**src/rtl/asq_pkg.sv**
```systemverilog
package asq_pkg;

    // Clock rates and the converter clock divider.
    localparam int SYS_CLK_MHZ = 200;
    localparam int CONV_CLK_MHZ = 25;
    localparam int HALF_DIV = SYS_CLK_MHZ / (2 * CONV_CLK_MHZ);

    // Converter core geometry.
    localparam int RES_W = 12;
    localparam int NUM_CH = 16;
    localparam int CH_W = 4;
    localparam int PIPE_STAGES = 4;

    // Sequence timing in converter half periods.
    localparam logic [5:0] TRIG_HALVES = 6'h05;
    localparam logic [5:0] SEQ_GAP_HALVES = 6'h02;
    localparam logic [5:0] SIM_GAP_HALVES = 6'h04;
    localparam logic [5:0] SH_BASE_HALVES = 6'h02;

    // Register offsets (byte addresses).
    localparam logic [7:0] CTRL1_OFS = 8'h00;
    localparam logic [7:0] CMD_OFS = 8'h04;
    localparam logic [7:0] STAT_OFS = 8'h08;
    localparam logic [7:0] MASK_OFS = 8'h0c;
    localparam logic [7:0] RES_BASE = 8'h40;

    // Field positions of converter_control_one.
    localparam int MODE_BIT = 0;
    localparam int CONT_BIT = 1;
    localparam int ACQ_LSB = 8;
    localparam int ACQ_W = 4;
    localparam int CHAN_LSB = 16;
    localparam int TEN_LSB = 20;
    localparam logic [31:0] CTRL1_MASK = 32'h007f_0f03;
    localparam logic [31:0] CTRL1_RST = 32'h0000_0000;

    // Command, status and mask fields.
    localparam int CMD_START_BIT = 0;
    localparam int CMD_STOP_BIT = 1;
    localparam int STAT_DONE_BIT = 0;
    localparam int STAT_DROP_BIT = 1;
    localparam int STAT_BUSY_BIT = 8;
    localparam int INT_W = 2;
    localparam logic [INT_W-1:0] STAT_RST = 2'h0;
    localparam logic [INT_W-1:0] MASK_RST = 2'h0;

    typedef enum logic [1:0] {
        S_IDLE = 2'b00,
        S_DELAY = 2'b01,
        S_SAMPLE = 2'b11,
        S_GAP = 2'b10
    } asq_state_t;

endpackage

```
**src/rtl/asq_pipe_if.sv**
```systemverilog
`timescale 1ns/1ps
interface asq_pipe_if #(
    parameter int W = 12,
    parameter int CW = 4
);
    logic shift;
    logic push_valid;
    logic [W-1:0] push_data;
    logic [CW-1:0] push_chan;
    logic res_valid;
    logic [W-1:0] res_data;
    logic [CW-1:0] res_chan;
    logic busy;

    modport ctl(
        output shift, push_valid, push_data, push_chan,
        input res_valid, res_data, res_chan, busy
    );
    modport core(
        input shift, push_valid, push_data, push_chan,
        output res_valid, res_data, res_chan, busy
    );
endinterface

```
**src/rtl/asq_pipe.sv**
```systemverilog
`timescale 1ns/1ps
module asq_pipe import asq_pkg::*; #(
    parameter int STAGES = PIPE_STAGES
) (
    input wire logic clk_i,
    input wire logic rstn_i,
    asq_pipe_if.core p
);
    logic [STAGES-1:0] v_q, v_d;
    logic [RES_W-1:0] d_q [STAGES];
    logic [RES_W-1:0] d_d [STAGES];
    logic [CH_W-1:0] c_q [STAGES];
    logic [CH_W-1:0] c_d [STAGES];

    // A new sample loads stage zero while older ones keep moving.
    always_comb begin
        v_d = v_q;
        d_d = d_q;
        c_d = c_q;
        if (p.shift) begin
            for (int i = 1; i < STAGES; i++) begin
                v_d[i] = v_q[i-1];
                d_d[i] = d_q[i-1];
                c_d[i] = c_q[i-1];
            end
            v_d[0] = 1'b0;
        end
        if (p.push_valid) begin
            v_d[0] = 1'b1;
            d_d[0] = p.push_data;
            c_d[0] = p.push_chan;
        end
    end

    always_ff @(posedge clk_i or negedge rstn_i) begin
        if (!rstn_i) begin
            v_q <= '0;
            for (int i = 0; i < STAGES; i++) begin
                d_q[i] <= '0;
                c_q[i] <= '0;
            end
        end else begin
            v_q <= v_d;
            d_q <= d_d;
            c_q <= c_d;
        end
    end

    assign p.res_valid = p.shift & v_q[STAGES-1];
    assign p.res_data = d_q[STAGES-1];
    assign p.res_chan = c_q[STAGES-1];
    assign p.busy = |v_q;
endmodule

```
**src/rtl/asq_top.sv**
```systemverilog
`timescale 1ns/1ps
module asq_top import asq_pkg::*; (
    input wire logic clk_i,
    input wire logic rstn_i,
    input wire logic [7:0] addr_i,
    input wire logic [31:0] wdata_i,
    input wire logic wr_i,
    input wire logic rd_i,
    output logic [31:0] rdata_o,
    input wire logic event_manager_a_trig_i,
    input wire logic event_manager_b_trig_i,
    input wire logic external_conversion_start_i,
    input wire logic [RES_W-1:0] fe_a_i,
    input wire logic [RES_W-1:0] fe_b_i,
    output logic sh_o,
    output logic [CH_W-1:0] chan_a_o,
    output logic [CH_W-1:0] chan_b_o,
    output logic irq_o
);
    localparam int DIV_W = (HALF_DIV > 1) ? $clog2(HALF_DIV) : 1;
    localparam logic [DIV_W-1:0] DIV_LAST = DIV_W'(HALF_DIV - 1);

    function automatic logic hit(input logic [7:0] a, input logic [7:0] o);
        hit = (a == o);
    endfunction

    asq_pipe_if #(.W(RES_W), .CW(CH_W)) pif ();

    asq_pipe u_pipe (
        .clk_i(clk_i),
        .rstn_i(rstn_i),
        .p(pif.core)
    );

    logic [31:0] converter_control_one_q, ctrl_d;
    logic [INT_W-1:0] stat_q, stat_d, mask_q, mask_d;
    logic [31:0] rdata_d;
    logic irq_d;
    logic [RES_W-1:0] res_q [NUM_CH];
    logic [RES_W-1:0] res_d [NUM_CH];
    logic [2:0] ext_s_q, ext_s_d;
    logic ext_lvl_q, ext_lvl_d;
    logic upd1_q, upd1_d, upd2_q, upd2_d;
    asq_state_t state_q, state_d;
    logic [DIV_W-1:0] div_q, div_d;
    logic [5:0] hcnt_q, hcnt_d;
    logic phase_q, phase_d;
    logic run_q, run_d;
    logic pend_b_q, pend_b_d;
    logic [RES_W-1:0] hold_b_q, hold_b_d;
    logic sh_d;
    logic [CH_W-1:0] chan_a_d, chan_b_d;

    logic sim_mode, cont, ext_rise, sw_start, sw_stop, trig, start_acc, drop;
    logic half_tick, hdone, sample_edge, conv_tick;
    logic [ACQ_W-1:0] acq;
    logic [5:0] target;

    assign sim_mode = converter_control_one_q[MODE_BIT];
    assign cont = converter_control_one_q[CONT_BIT];
    assign acq = converter_control_one_q[ACQ_LSB +: ACQ_W];
    assign sw_start = wr_i & hit(addr_i, CMD_OFS) & wdata_i[CMD_START_BIT];
    assign sw_stop = wr_i & hit(addr_i, CMD_OFS) & wdata_i[CMD_STOP_BIT];
    // The pin level counts only once the two late stages agree.
    assign ext_rise = ext_s_q[1] & ext_s_q[2] & ~ext_lvl_q;
    assign trig = (converter_control_one_q[TEN_LSB] & event_manager_a_trig_i)
        | (converter_control_one_q[TEN_LSB+1] & event_manager_b_trig_i)
        | (converter_control_one_q[TEN_LSB+2] & ext_rise)
        | sw_start;
    // A trigger during a running sequence is dropped, not queued.
    assign start_acc = trig & (state_q == S_IDLE);
    assign drop = trig & (state_q != S_IDLE);
    assign half_tick = (div_q == DIV_LAST);

    always_comb begin
        case (state_q)
            S_DELAY: target = TRIG_HALVES;
            S_SAMPLE: target = 6'({acq, 1'b0}) + SH_BASE_HALVES;
            S_GAP: target = sim_mode ? SIM_GAP_HALVES
                                  : SEQ_GAP_HALVES;
            default: target = 6'h3f;
        endcase
    end

    assign hdone = half_tick & ((hcnt_q + 6'h01) == target);
    assign sample_edge = (state_q == S_SAMPLE) & hdone;
    // The converter clock is realigned to each sampling edge. A tick that
    // lands on a sampling edge still shifts the core, or every result of a
    // running sequence would lag by one converter clock.
    assign conv_tick = half_tick & phase_q;

    // Sequencer.
    always_comb begin
        state_d = state_q;
        hcnt_d = hcnt_q;
        run_d = run_q & ~sw_stop;
        div_d = half_tick ? '0 : div_q + DIV_W'(1);
        phase_d = half_tick ? ~phase_q : phase_q;
        if (start_acc) begin
            state_d = S_DELAY;
            hcnt_d = '0;
            div_d = '0;
            run_d = cont;
        end else if (state_q != S_IDLE && half_tick) begin
            hcnt_d = hdone ? 6'h00 : hcnt_q + 6'h01;
            if (hdone) begin
                case (state_q)
                    S_DELAY: state_d = S_SAMPLE;
                    S_SAMPLE: state_d = S_GAP;
                    S_GAP: state_d = run_d ? S_SAMPLE : S_IDLE;
                    default: state_d = S_IDLE;
                endcase
            end
        end
        if (sample_edge) begin
            phase_d = 1'b0;
        end
        sh_d = (state_d == S_SAMPLE);
    end

    // Channel selection and feeding the core.
    always_comb begin
        chan_a_d = sim_mode ? {1'b0, converter_control_one_q[CHAN_LSB +: 3]}
                         : converter_control_one_q[CHAN_LSB +: CH_W];
        // Only equal-index pairs exist here, so B follows A's index.
        chan_b_d = {1'b1, converter_control_one_q[CHAN_LSB +: 3]};
        pend_b_d = pend_b_q;
        hold_b_d = hold_b_q;
        pif.shift = conv_tick;
        pif.push_valid = 1'b0;
        pif.push_data = fe_a_i;
        pif.push_chan = chan_a_o;
        if (sample_edge) begin
            pif.push_valid = 1'b1;
            pend_b_d = sim_mode;
            hold_b_d = fe_b_i;
        end else if (conv_tick && pend_b_q) begin
            pif.push_valid = 1'b1;
            pif.push_data = hold_b_q;
            pif.push_chan = chan_b_o;
            pend_b_d = 1'b0;
        end
    end

    // Registers, results and the interrupt path.
    always_comb begin
        ctrl_d = converter_control_one_q;
        mask_d = mask_q;
        stat_d = stat_q;
        res_d = res_q;
        rdata_d = '0;
        ext_s_d = {ext_s_q[1:0], external_conversion_start_i};
        ext_lvl_d = (ext_s_q[1] == ext_s_q[2]) ? ext_s_q[2] : ext_lvl_q;
        upd1_d = pif.res_valid;
        upd2_d = upd1_q;
        if (pif.res_valid) begin
            res_d[pif.res_chan] = pif.res_data;
        end
        if (wr_i && hit(addr_i, CTRL1_OFS)) begin
            ctrl_d = wdata_i & CTRL1_MASK;
        end
        if (wr_i && hit(addr_i, MASK_OFS)) begin
            mask_d = wdata_i[INT_W-1:0];
        end
        if (wr_i && hit(addr_i, STAT_OFS)) begin
            stat_d = stat_q & ~wdata_i[INT_W-1:0];
        end
        // Set wins over a clear in the same cycle.
        stat_d[STAT_DONE_BIT] = stat_d[STAT_DONE_BIT] | upd2_q;
        stat_d[STAT_DROP_BIT] = stat_d[STAT_DROP_BIT] | drop;
        if (rd_i) begin
            if (hit(addr_i, CTRL1_OFS)) begin
                rdata_d = converter_control_one_q;
            end else if (hit(addr_i, STAT_OFS)) begin
                rdata_d[INT_W-1:0] = stat_q;
                rdata_d[STAT_BUSY_BIT] = (state_q != S_IDLE) | pend_b_q
                    | pif.busy;
            end else if (hit(addr_i, MASK_OFS)) begin
                rdata_d[INT_W-1:0] = mask_q;
            end else if (addr_i[7:6] == RES_BASE[7:6] && addr_i[1:0] == 2'h0)
            begin
                rdata_d[RES_W-1:0] = res_q[addr_i[5:2]];
            end
        end
        irq_d = |(stat_q & mask_q);
    end

    always_ff @(posedge clk_i or negedge rstn_i) begin
        if (!rstn_i) begin
            converter_control_one_q <= CTRL1_RST;
            stat_q <= STAT_RST;
            mask_q <= MASK_RST;
            rdata_o <= '0;
            irq_o <= 1'b0;
            for (int i = 0; i < NUM_CH; i++) begin
                res_q[i] <= '0;
            end
            ext_s_q <= '0;
            ext_lvl_q <= 1'b0;
            upd1_q <= 1'b0;
            upd2_q <= 1'b0;
            state_q <= S_IDLE;
            div_q <= '0;
            hcnt_q <= '0;
            phase_q <= 1'b0;
            run_q <= 1'b0;
            pend_b_q <= 1'b0;
            hold_b_q <= '0;
            sh_o <= 1'b0;
            chan_a_o <= '0;
            chan_b_o <= '0;
        end else begin
            converter_control_one_q <= ctrl_d;
            stat_q <= stat_d;
            mask_q <= mask_d;
            rdata_o <= rdata_d;
            irq_o <= irq_d;
            res_q <= res_d;
            ext_s_q <= ext_s_d;
            ext_lvl_q <= ext_lvl_d;
            upd1_q <= upd1_d;
            upd2_q <= upd2_d;
            state_q <= state_d;
            div_q <= div_d;
            hcnt_q <= hcnt_d;
            phase_q <= phase_d;
            run_q <= run_d;
            pend_b_q <= pend_b_d;
            hold_b_q <= hold_b_d;
            sh_o <= sh_d;
            chan_a_o <= chan_a_d;
            chan_b_o <= chan_b_d;
        end
    end

    // Helper counters read only by the checks below.
    logic [7:0] hc_q, sh_cnt_q;
    always_ff @(posedge clk_i or negedge rstn_i) begin
        if (!rstn_i) begin
            hc_q <= '0;
            sh_cnt_q <= '0;
        end else begin
            hc_q <= start_acc ? 8'h00 : (hc_q + {7'h00, ~&hc_q});
            sh_cnt_q <= sh_o ? sh_cnt_q + 8'h01 : 8'h00;
        end
    end
endmodule

```
**config.mk**
```make
export PLATFORM = sky130hd
export DESIGN_NAME = asq_top
export DESIGN_NICKNAME = d
export VERILOG_FILES = /design/src/rtl/asq_pkg.sv /design/src/rtl/asq_pipe_if.sv /design/src/rtl/asq_pipe.sv /design/src/rtl/asq_top.sv
export SDC_FILE = /design/constraint.sdc
export NUM_CORES = 1
export LEC_CHECK = 0
export BUFFER_PORTS_ARGS = -buffer_cell sky130_fd_sc_hd__buf_2
export CAP_MARGIN = 0
export CORE_UTILIZATION = 35
export DETAILED_ROUTE_END_ITERATION = 8
export PLACE_DENSITY = 0.62
export SLEW_MARGIN = 15
export SYNTH_ARGS = -nofsm -noshare
export SYNTH_HDL_FRONTEND = slang
export SYNTH_SLANG_ARGS = --single-unit
```
**constraint.sdc**
```tcl
create_clock -name clk_i -period 5.2 [get_ports clk_i]
set_clock_uncertainty 0.1 [all_clocks]
set_input_delay 0.52 -clock clk_i [delete_from_list [all_inputs] [get_ports clk_i]]
set_output_delay 0.52 -clock clk_i [all_outputs]
set_load 0.01 [all_outputs]
```
Word-level counts from Yosys, hierarchy flattened
Cells that the tools add are included.
Storage, ports and cells
  output and inout bits: 42
  bits in latches: 0
  memory bits (read-only): 0
  memories kept: 0
  memory bits (writable): 0
  flip-flop bits (word level): 350
  logic and storage cells: 152
  bits of input ports: 71
Cells by class
  $mul: 0
  bitwise operators: 30
  shifts and indexed selects: 0
  reduce and logical (&&, ||, !) cells: 17
  eq/ne operators: 11
  add/subtract/negate cells: 3
  divide/modulo/power cells: 0
  multiplexer cells: 43
  magnitude comparators: 3
Operators with widths (number)
  bitwise mux 192 bit: 1
  2-to-1 mux 12 bit: 7
  binary-select mux 12 bit (select 4 bit): 1
  demux 12 bit (select 4 bit): 1
  2-to-1 mux 6 bit: 4
  2-to-1 mux 23 bit: 1
  2-to-1 mux 2 bit: 9
  case mux 6 bit (3 select lines): 1
  equality test 8 x 4 -> 1 bit, second input constant: 2
  bitwise AND 1 bit: 15
  2-to-1 mux 4 bit: 3
  2-to-1 mux 11 bit: 1
  >= comparator 5 bit, second input constant: 2
  2-to-1 mux 1 bit: 10
  2-to-1 mux 10 bit: 1
  inverter 4 -> 5 bit: 2
  nonzero test 2 bit: 5
  equality test 2 bit, second input constant: 4
  equality test 8 x 3 -> 1 bit, second input constant: 1
  logical NOT 8 bit: 1
  logical AND 1 bit: 7
  OR 1 bit: 7
  adder 5 x 2 -> 6 bit, second input constant: 1
  adder 6 x 1 -> 6 bit, second input constant: 1
  other kinds (13): 19

Depth between registers and ports, before layout
Gate-level depths: netlist of the first run.
  word-level depth: 11
  gate-level depth with buffers: 9
  depth with buffers taken out: 7

Modules after synthesis
From an unflattened synthesis of the first run, not the netlist that was laid out.
Second synthesis, totals
  cells, all modules: 958
  area total of the unflattened synthesis: 15028.2 um^2
By module, submodules not included
  asq_top: cells each 795, instances 1, seq. area each 6656.4 um^2, area an instance 12084.1 um^2
  asq_pipe: cells each 163, instances 1, seq. area each 1701.6 um^2, area an instance 2944.1 um^2

Least setup slack after synthesis of the first run
No wires, ideal clock.
  kind: register to register
  start point: register hcnt_q[0]
  end point: register hold_b_q[0]
  path slack: 2.603 ns
  data required time: 4.975 ns
  clock period less this slack: 2.597 ns
  setup time: 0.125 ns
  buffers on the path: 2
  arrival: 2.372 ns
  stages on the path, launching flop included: 10
  cells stage by stage: dfrtp_1 -> ha_1 -> xor2_1 -> and3_1 -> nor3_1 -> or4b_1 -> or2_1 -> buf_6 -> buf_12 -> mux2_4
On the way
  longest elaborated chain between the ends: 4
Ends and longest elaborated chain
  start: declaration: RTL line asq_top.sv:46  | logic [5:0] hcnt_q, hcnt_d;
  start signal: assignment: RTL line asq_top.sv:225  | hcnt_q <= hcnt_d;
  adder 6 x 1 -> 6 bit: RTL line asq_top.sv:85  | assign hdone = half_tick & ((hcnt_q + 6'h01) == target);
  equality test 6 bit: RTL line asq_top.sv:85
  bitwise AND 1 bit: RTL line asq_top.sv:85
  bitwise AND 1 bit: RTL line asq_top.sv:86  | assign sample_edge = (state_q == S_SAMPLE) & hdone;
  end signal: assignment: RTL line asq_top.sv:229  | hold_b_q <= hold_b_d;
  end: declaration: RTL line asq_top.sv:50  | logic [RES_W-1:0] hold_b_q, hold_b_d;
No other way between the ends.
A chain may end at the register's enable or synchronous reset.

Final worst setup path of the first run
  start point: register div_q[0]
  end point: register res_q[18] (netlist bit)
On the way
  longest elaborated chain between the ends: 3
Ends and longest elaborated chain
  start: declaration: RTL line asq_top.sv:45  | logic [DIV_W-1:0] div_q, div_d;
  start signal: assignment: RTL line asq_top.sv:224  | div_q <= div_d;
  equality test 2 bit: RTL line asq_top.sv:73  | assign half_tick = (div_q == DIV_LAST);
  bitwise AND 1 bit: RTL line asq_top.sv:90  | assign conv_tick = half_tick & phase_q;
  bitwise AND 1 bit: RTL line asq_pipe.sv:49  | assign p.res_valid = p.shift & v_q[STAGES-1];
  end signal: assignment: RTL line asq_top.sv:218  | res_q <= res_d;
  end: declaration: RTL line asq_top.sv:39  | logic [RES_W-1:0] res_q [NUM_CH];
No other way between the ends.

==> results of run 1 <==
[cell usage in the layout, fill, tap and decap left out, drive strengths merged, types with 4 or more instances in the layout]
cell      n
dfrtp   334
mux2    300
buf      90
clkbuf   64
mux4     60
nand2    24
nor2     16
o21ai    14
conb     14
nand3    12
nor2b    11
inv      11
and3     10
nor3     10
a21oi     7
xor2      5
nor4      4
mux2i     4
a31oi     4
ha        4
and2      4
[routing by layer]
layer,vias up,routed length (um)
met5,-,0
met4,0,598
met3,40,1070
met2,149,15400
met1,4309,13900
li1,3586,-
[worst register-to-register path, cell delays in order (launching register included)]
cell     delay, ns
dfrtp_1       0.35
ha_1          0.36
nand3_1       0.23
nor3b_1       0.43
nand3_1       0.77
mux2_2        0.55
[layout make-up]
class	count	area, um2
Tap cell	532	666
Clock inverter	6	61.3
Inverter	10	37.5
Fill cell	3775	24200
Clock buffer	64	1250
Timing Repair Buffer	92	520
Sequential cell	334	8360
Multi-Input combinational cell	540	5900
[cells by family after synthesis]
family | synth area share, %
AOI/OAI and AO/OA | 1.98
xor gates and xnor gates | 0.419
adders and majority gates | 0.342
buffers and inverters | 3.11
DFF | 57.1
muxes | 33.1
other | 0.0513
and+or+nand+nor | 3.87
[state kept, by name, indices dropped and copies added, names as in the netlist, 2 cells and up]
register	count
hold_b_q	12
hcnt_q	6
chan_b_o	4
rdata_o	19
state_q	2
u_pipe.d_q	36
u_pipe.c_q	12
mask_q	2
res_q	192
converter_control_one_q	13
ext_s_q	3
u_pipe.v_q	4
u_pipe.p.res_data	12
div_q	2
stat_q	2
u_pipe.p.res_chan	4
[metrics by stage]
step	instance area, um2	instances	power (W)	hold WS [ns]	setup slack [ns]
6_report	16800	1578	0.00560	0.126	2.28
5_1_grt	16800	1578	0.00581	0.110	2.04
4_1_cts	16800	1578	0.00569	0.101	2.24
3_5_place_dp	15500	1506	0.00292	0.242	2.06
3_3_place_gp	15500	1506	0.00291	0.244	2.05
2_1_floorplan	14700	962	0.00281	0.124	2.60
[power groups by stage]
stage	combinational (W)	sequential, W	clock (W)
global placement	0.000192	0.00272	0
global route	0.000215	0.00268	0.00291
floorplan	0.000111	0.00270	0
CTS	0.000196	0.00268	0.00281
detailed placement	0.000195	0.00272	0
finish	0.000189	0.00268	0.00274
[path summary, 6_finish.rpt]
path | from | end | depth (start not counted)
setup / recovery | div_q[0]$_DFF_PN0_ | res_q[18]$_DFFE_PN0P_ | 5
hold / removal | wdata_i[21] | converter_control_one_q[21]$_DFFE_PN0P_ | 2
setup reg to reg | div_q[0]$_DFF_PN0_ | res_q[18]$_DFFE_PN0P_ | 5
hold reg to reg | ext_s_q[0]$_DFF_PN0_ | ext_s_q[1]$_DFF_PN0_ | 0
max in group asynchronous | rstn_i | u_pipe.c_q[6]$_DFFE_PN0P_ | 3
min in group asynchronous | rstn_i | res_q[4]$_DFFE_PN0P_ | 2
==> results.toml, run 1 <==
[outcome]
status = "finished with violations"
violations = "design-rule violations"

[critical_path]
cpPeakStageDelay_ns = 0.77
crit_required_ns = 5.50
crit_path_max_fanout = 12
path_class = "reg -> reg"
r2r_slack_ns = 2.28
crit_chain = "ha_1 > nand3_1 > nor3b_1 > nand3_1 > mux2_2"
worstPathArrival_ns = 3.21
slowest_stage = "nand3_1"
cp_top_family = "simple AND/OR/NAND/NOR gates"
cpMostUsedCell = "nand3_1"
start_kind = "register"
critPathBufInv = 0
worst_setup_path_end_kind = "register"

[power]
power_density_nw_per_um2 = 334
p_int_w = 0.00440
p_comb_share_pct = 3.4
ir_drop_mv = 0.207
swShare_pct = 21.5
clock_power_share_pct = 48.8
seqPwrFrac_pct = 47.8
p_switching_w = 0.00120
p_leak_nw = 8.07

[cts]
cts_buffers = 38
cts_resized = 0
cts_buffer_depth = 3
clock_latency_ns = 0.53
clk_pin_slew_worst_paths_ns = 0.06
cts_max_level = 2
clock-sinks = 334
cts_tree = "built"
cts_setup_buffers = 0
cts-root-buf = "clkbuf_16"
postCtsHoldBufs = 2

[grt]
grtUsageMet3_pct = 2.02
grt_usage_pct = 15.1
grt_max_degree = 166
grt_pass1_wl_um = 48700
met1_usage_pct = 20.4
globalRoute.busiestLayer = "met2"
antenna_found_initial = 0
first_global_vias = 8286
global_route.usage.met2_pct = 25.1
gr-total-overflow = 0

[yosys]
yosys_warnings = 0
synth_area_um2 = 14600
yosysSeqAreaShare_pct = 57.1
async_flop_share_pct = 100
synthTopCellsByArea = "dfrtp_1 (57%), mux2_2 (22%), mux4_2 (9.2%), mux2_4 (2.0%), clkbuf_1 (1.2%)"
synth_edf_count = 0
synth_seq_cells = 334
ys_top_cells_by_count = "dfrtp_1 (334), mux2_2 (281), mux4_2 (60)"
yosysTopAreaCell = "dfrtp_1"
synthFlopType = "dfrtp_1"
synth_cells = 950
syn_avg_cell_area_um2 = 15.4
synth.most_common_cell = "dfrtp_1"
synth_cell_types = 51
synth.top_cell.area_share_pct = 57.1

[floorplan]
die_h_um = 206
die_w_um = 206
rows = 74
fp.dieArea_um2 = 42600
start_util_pct = 35.7
core_area_um2 = 41000
ioPinCount = 113

[route]
via_per_inst = 5.12
drc = 6
drt_iter0_drc = 346
ant_nets = 0
drt-total-wl_um = 31000
wl_per_cell_um = 19.6
vias = 8084
drt_pass1_iterations = 7

[sta]
slew_headroom_pct = 29.2
finalSetupViolCount = 0
worst_slew_pin_slew_ns = 1.06
max_freq_mhz = 343
hold_violations = 0
totalNegativeSetupSlack_ns = 0
min_period_ns = 2.92
min_period_over_period_pct = 56.1
final-max-slew-violation-count = 0
rsz0062_at_grt = "no"

[final_layout]
finalCoreUtilization_pct = 40.9
antenna_cells = 0
area_growth_pct = 14.8
fin_nets = 1091
drive_above_1_share_pct = 50.3

[placed_design]
routabilityCongestion = 0.797
place.detailed.hpwl_um = 18800
port-buffer-count = 80

[min_path]
hold_class = "in -> reg"

[flow_run]
maxCapViolations = 0
Power figures use the tool's default switching activity.
==> inputs of run 2 (changes only) <==
Settings changed: PLACE_DENSITY 0.62 to 0.64.
Clock period 5.2 ns to 2.6 ns, I/O delays scaled along.
==> results.toml, run 2 (synthesized netlist as in run 1, its figures left out) <==
[power]
swShare_pct = 21.9
ir_drop_mv = 0.415
power_density_nw_per_um2 = 629
p_leak_nw = 8.57
clock_power_share_pct = 47.9
seqPwrFrac_pct = 47.9
p_int_w = 0.00872
p_switching_w = 0.00245
p_comb_share_pct = 4.2

[cts]
cts_buffers = 37
cts-root-buf = "clkbuf_16"
cts_max_level = 2
cts_tree = "built"
cts_buffer_depth = 3
clock-sinks = 334
clock_latency_ns = 0.53
clk_pin_slew_worst_paths_ns = 0.06

[final_layout]
multi_input_area_um2 = 5930
most-common-layout-cells = "dfrtp_1 (334), mux2_2 (281), buf_2 (78)"
top_register = "res_q"
area_growth_pct = 21.5
reg.largest.list = "res_q (192), u_pipe.d_q (36), rdata_o (19)"
drive_above_1_share_pct = 51.8
stdcell_count = 1672
regArea_um2 = 8360
antenna_cells = 0
fill_cells = 3609
layout_commonest_cell = "dfrtp_1"
fin_nets = 1186
largest_register_ffs = 192

[placed_design]
place.detailed.hpwl_um = 20100
port-buffer-count = 80
dp.cells = 1558
routabilityCongestion = 0.811

[route]
drt_pass1_iterations = 6
via_per_inst = 5.04
drt-total-wl_um = 31900
ant_nets = 0
drc = 7
vias = 8424
wl_per_cell_um = 19.1
drt_iter0_drc = 429

[grt]
gr-total-overflow = 0
grt_usage_pct = 15.7
first_global_vias = 8926
antenna_found_initial = 0
grt_pass1_wl_um = 51100
grt_max_degree = 86

[critical_path]
worst_setup_path_end_kind = "register"
cp_top_family = "simple AND/OR/NAND/NOR gates"
crit_required_ns = 2.92
worstPathArrival_ns = 2.96
slowest_stage = "or4b_4"
crit_chain = "ha_1 > mux2i_2 > a21oi_2 > nor3_2 > or4b_4 > or2_4 > buf_12 > mux2_4"
timing.rr.start = "converter_control_one_q[8]$_DFFE_PN0P_"
startpoint = "converter_control_one_q[8]$_DFFE_PN0P_"
path_class = "reg -> reg"
critPathBufInv = 1
cpPeakStageDelay_ns = 0.49
crit_path_max_fanout = 13
start_kind = "register"

[floorplan]
die_h_um = 206
fp.dieArea_um2 = 42600
ioPinCount = 113
start_util_pct = 35.7
die_w_um = 206
rows = 74
core_area_um2 = 41000

[sta]
rsz0062_at_grt = "yes"
fin_hold_ws_ns = 0.0344
finalSetupViolCount = 19
hold_violations = 0
max_freq_mhz = 378
slew_headroom_pct = 52.0
min_period_ns = 2.64
final-max-slew-violation-count = 0
worst_slew_pin_slew_ns = 0.721
worst_slack_ns = -0.0449
min_period_over_period_pct = 102

[outcome]
status = "finished with violations"
violations = "design-rule violations, negative setup slack"

[min_path]
hold_class = "in -> reg"
holdCritStartpoint = "rd_i"

[flow_run]
maxCapViolations = 0
run 2: what timing repair did:
| action | 4_1_cts | 5_1_grt |
|---|---|---|
| setup buffers | 4 | 1 |
| setup endpoints to repair | 27 | 36 |
| hold buffers | 40 | 0 |
| pin swaps | 5 | 3 |
| hold endpoints to repair | 118 | 0 |
| gates resized for setup | 7 | 10 |
| cloned | 1 | 0 |
run 2: power by group through the flow:
| stage | Combinational (W) | Sequential, W | Clock (W) |
|---|---|---|---|
| final | 0.000467 | 0.00535 | 0.00536 |
| after detailed placement | 0.000430 | 0.00544 | 0 |
| after CTS | 0.000477 | 0.00535 | 0.00549 |
| after floorplan | 0.000223 | 0.00540 | 0 |
| after global placement | 0.000422 | 0.00544 | 0 |
| after global routing | 0.000520 | 0.00536 | 0.00572 |
run 2: per-stage QoR:
| stage | setup TNS [ns] | power (W) | util (%) | instance area, um2 | setup WS [ns] |
|---|---|---|---|---|---|
| 3_5_place_dp | -0.959 | 0.00587 | 38.9 | 16000 | -0.0541 |
| 4_1_cts | -0.934 | 0.0113 | 43.2 | 17700 | -0.0550 |
| 6_report | -0.656 | 0.0112 | 43.3 | 17800 | -0.0449 |
| 2_1_floorplan | 0 | 0.00562 | - | 14700 | 0.00263 |
| 3_3_place_gp | -1.17 | 0.00586 | 38.9 | 16000 | -0.0581 |
| 5_1_grt | -2.80 | 0.0116 | 43.3 | 17800 | -0.121 |
run 2: final timing paths:
path,depth (start not counted),slack (ns),end
max,8,-0.04,hold_b_q[3]$_DFFE_PN0P_
min,2,0.03,rdata_o[22]$_DFF_PN0_
max reg2reg,8,-0.04,hold_b_q[3]$_DFFE_PN0P_
min reg2reg,0,0.25,ext_s_q[1]$_DFF_PN0_
max in group asynchronous,3,1.35,res_q[30]$_DFFE_PN0P_
min in group asynchronous,2,0.26,res_q[100]$_DFFE_PN0P_
run 2: metal layers:
layer  wire, um  track usage [%]  vias to the layer above
met5          0                0                        -
met4        864             5.30                        0
met3       1120             2.13                       55
met2      15900             26.3                      157
met1      14000             20.8                     4429
li1           -                -                     3783
run 2: layout make-up:
cell class,count,share of cell area [%]
clock buffers,60,6.66
well taps,532,3.75
clock inverters,8,0.542
inverters,10,0.211
flip-flops and latches,334,47.0
multi-input cells,540,33.4
repair buffers,188,8.45
run 2: worst register-to-register path, delay by kind of cell (launching register included):
kind | cells | cell delay (ns)
buf+inv | 1 | 0.17
fa+ha+maj | 1 | 0.31
flops | 1 | 0.38
simple gates | 3 | 0.95
mux | 2 | 0.53
compound gates | 1 | 0.10
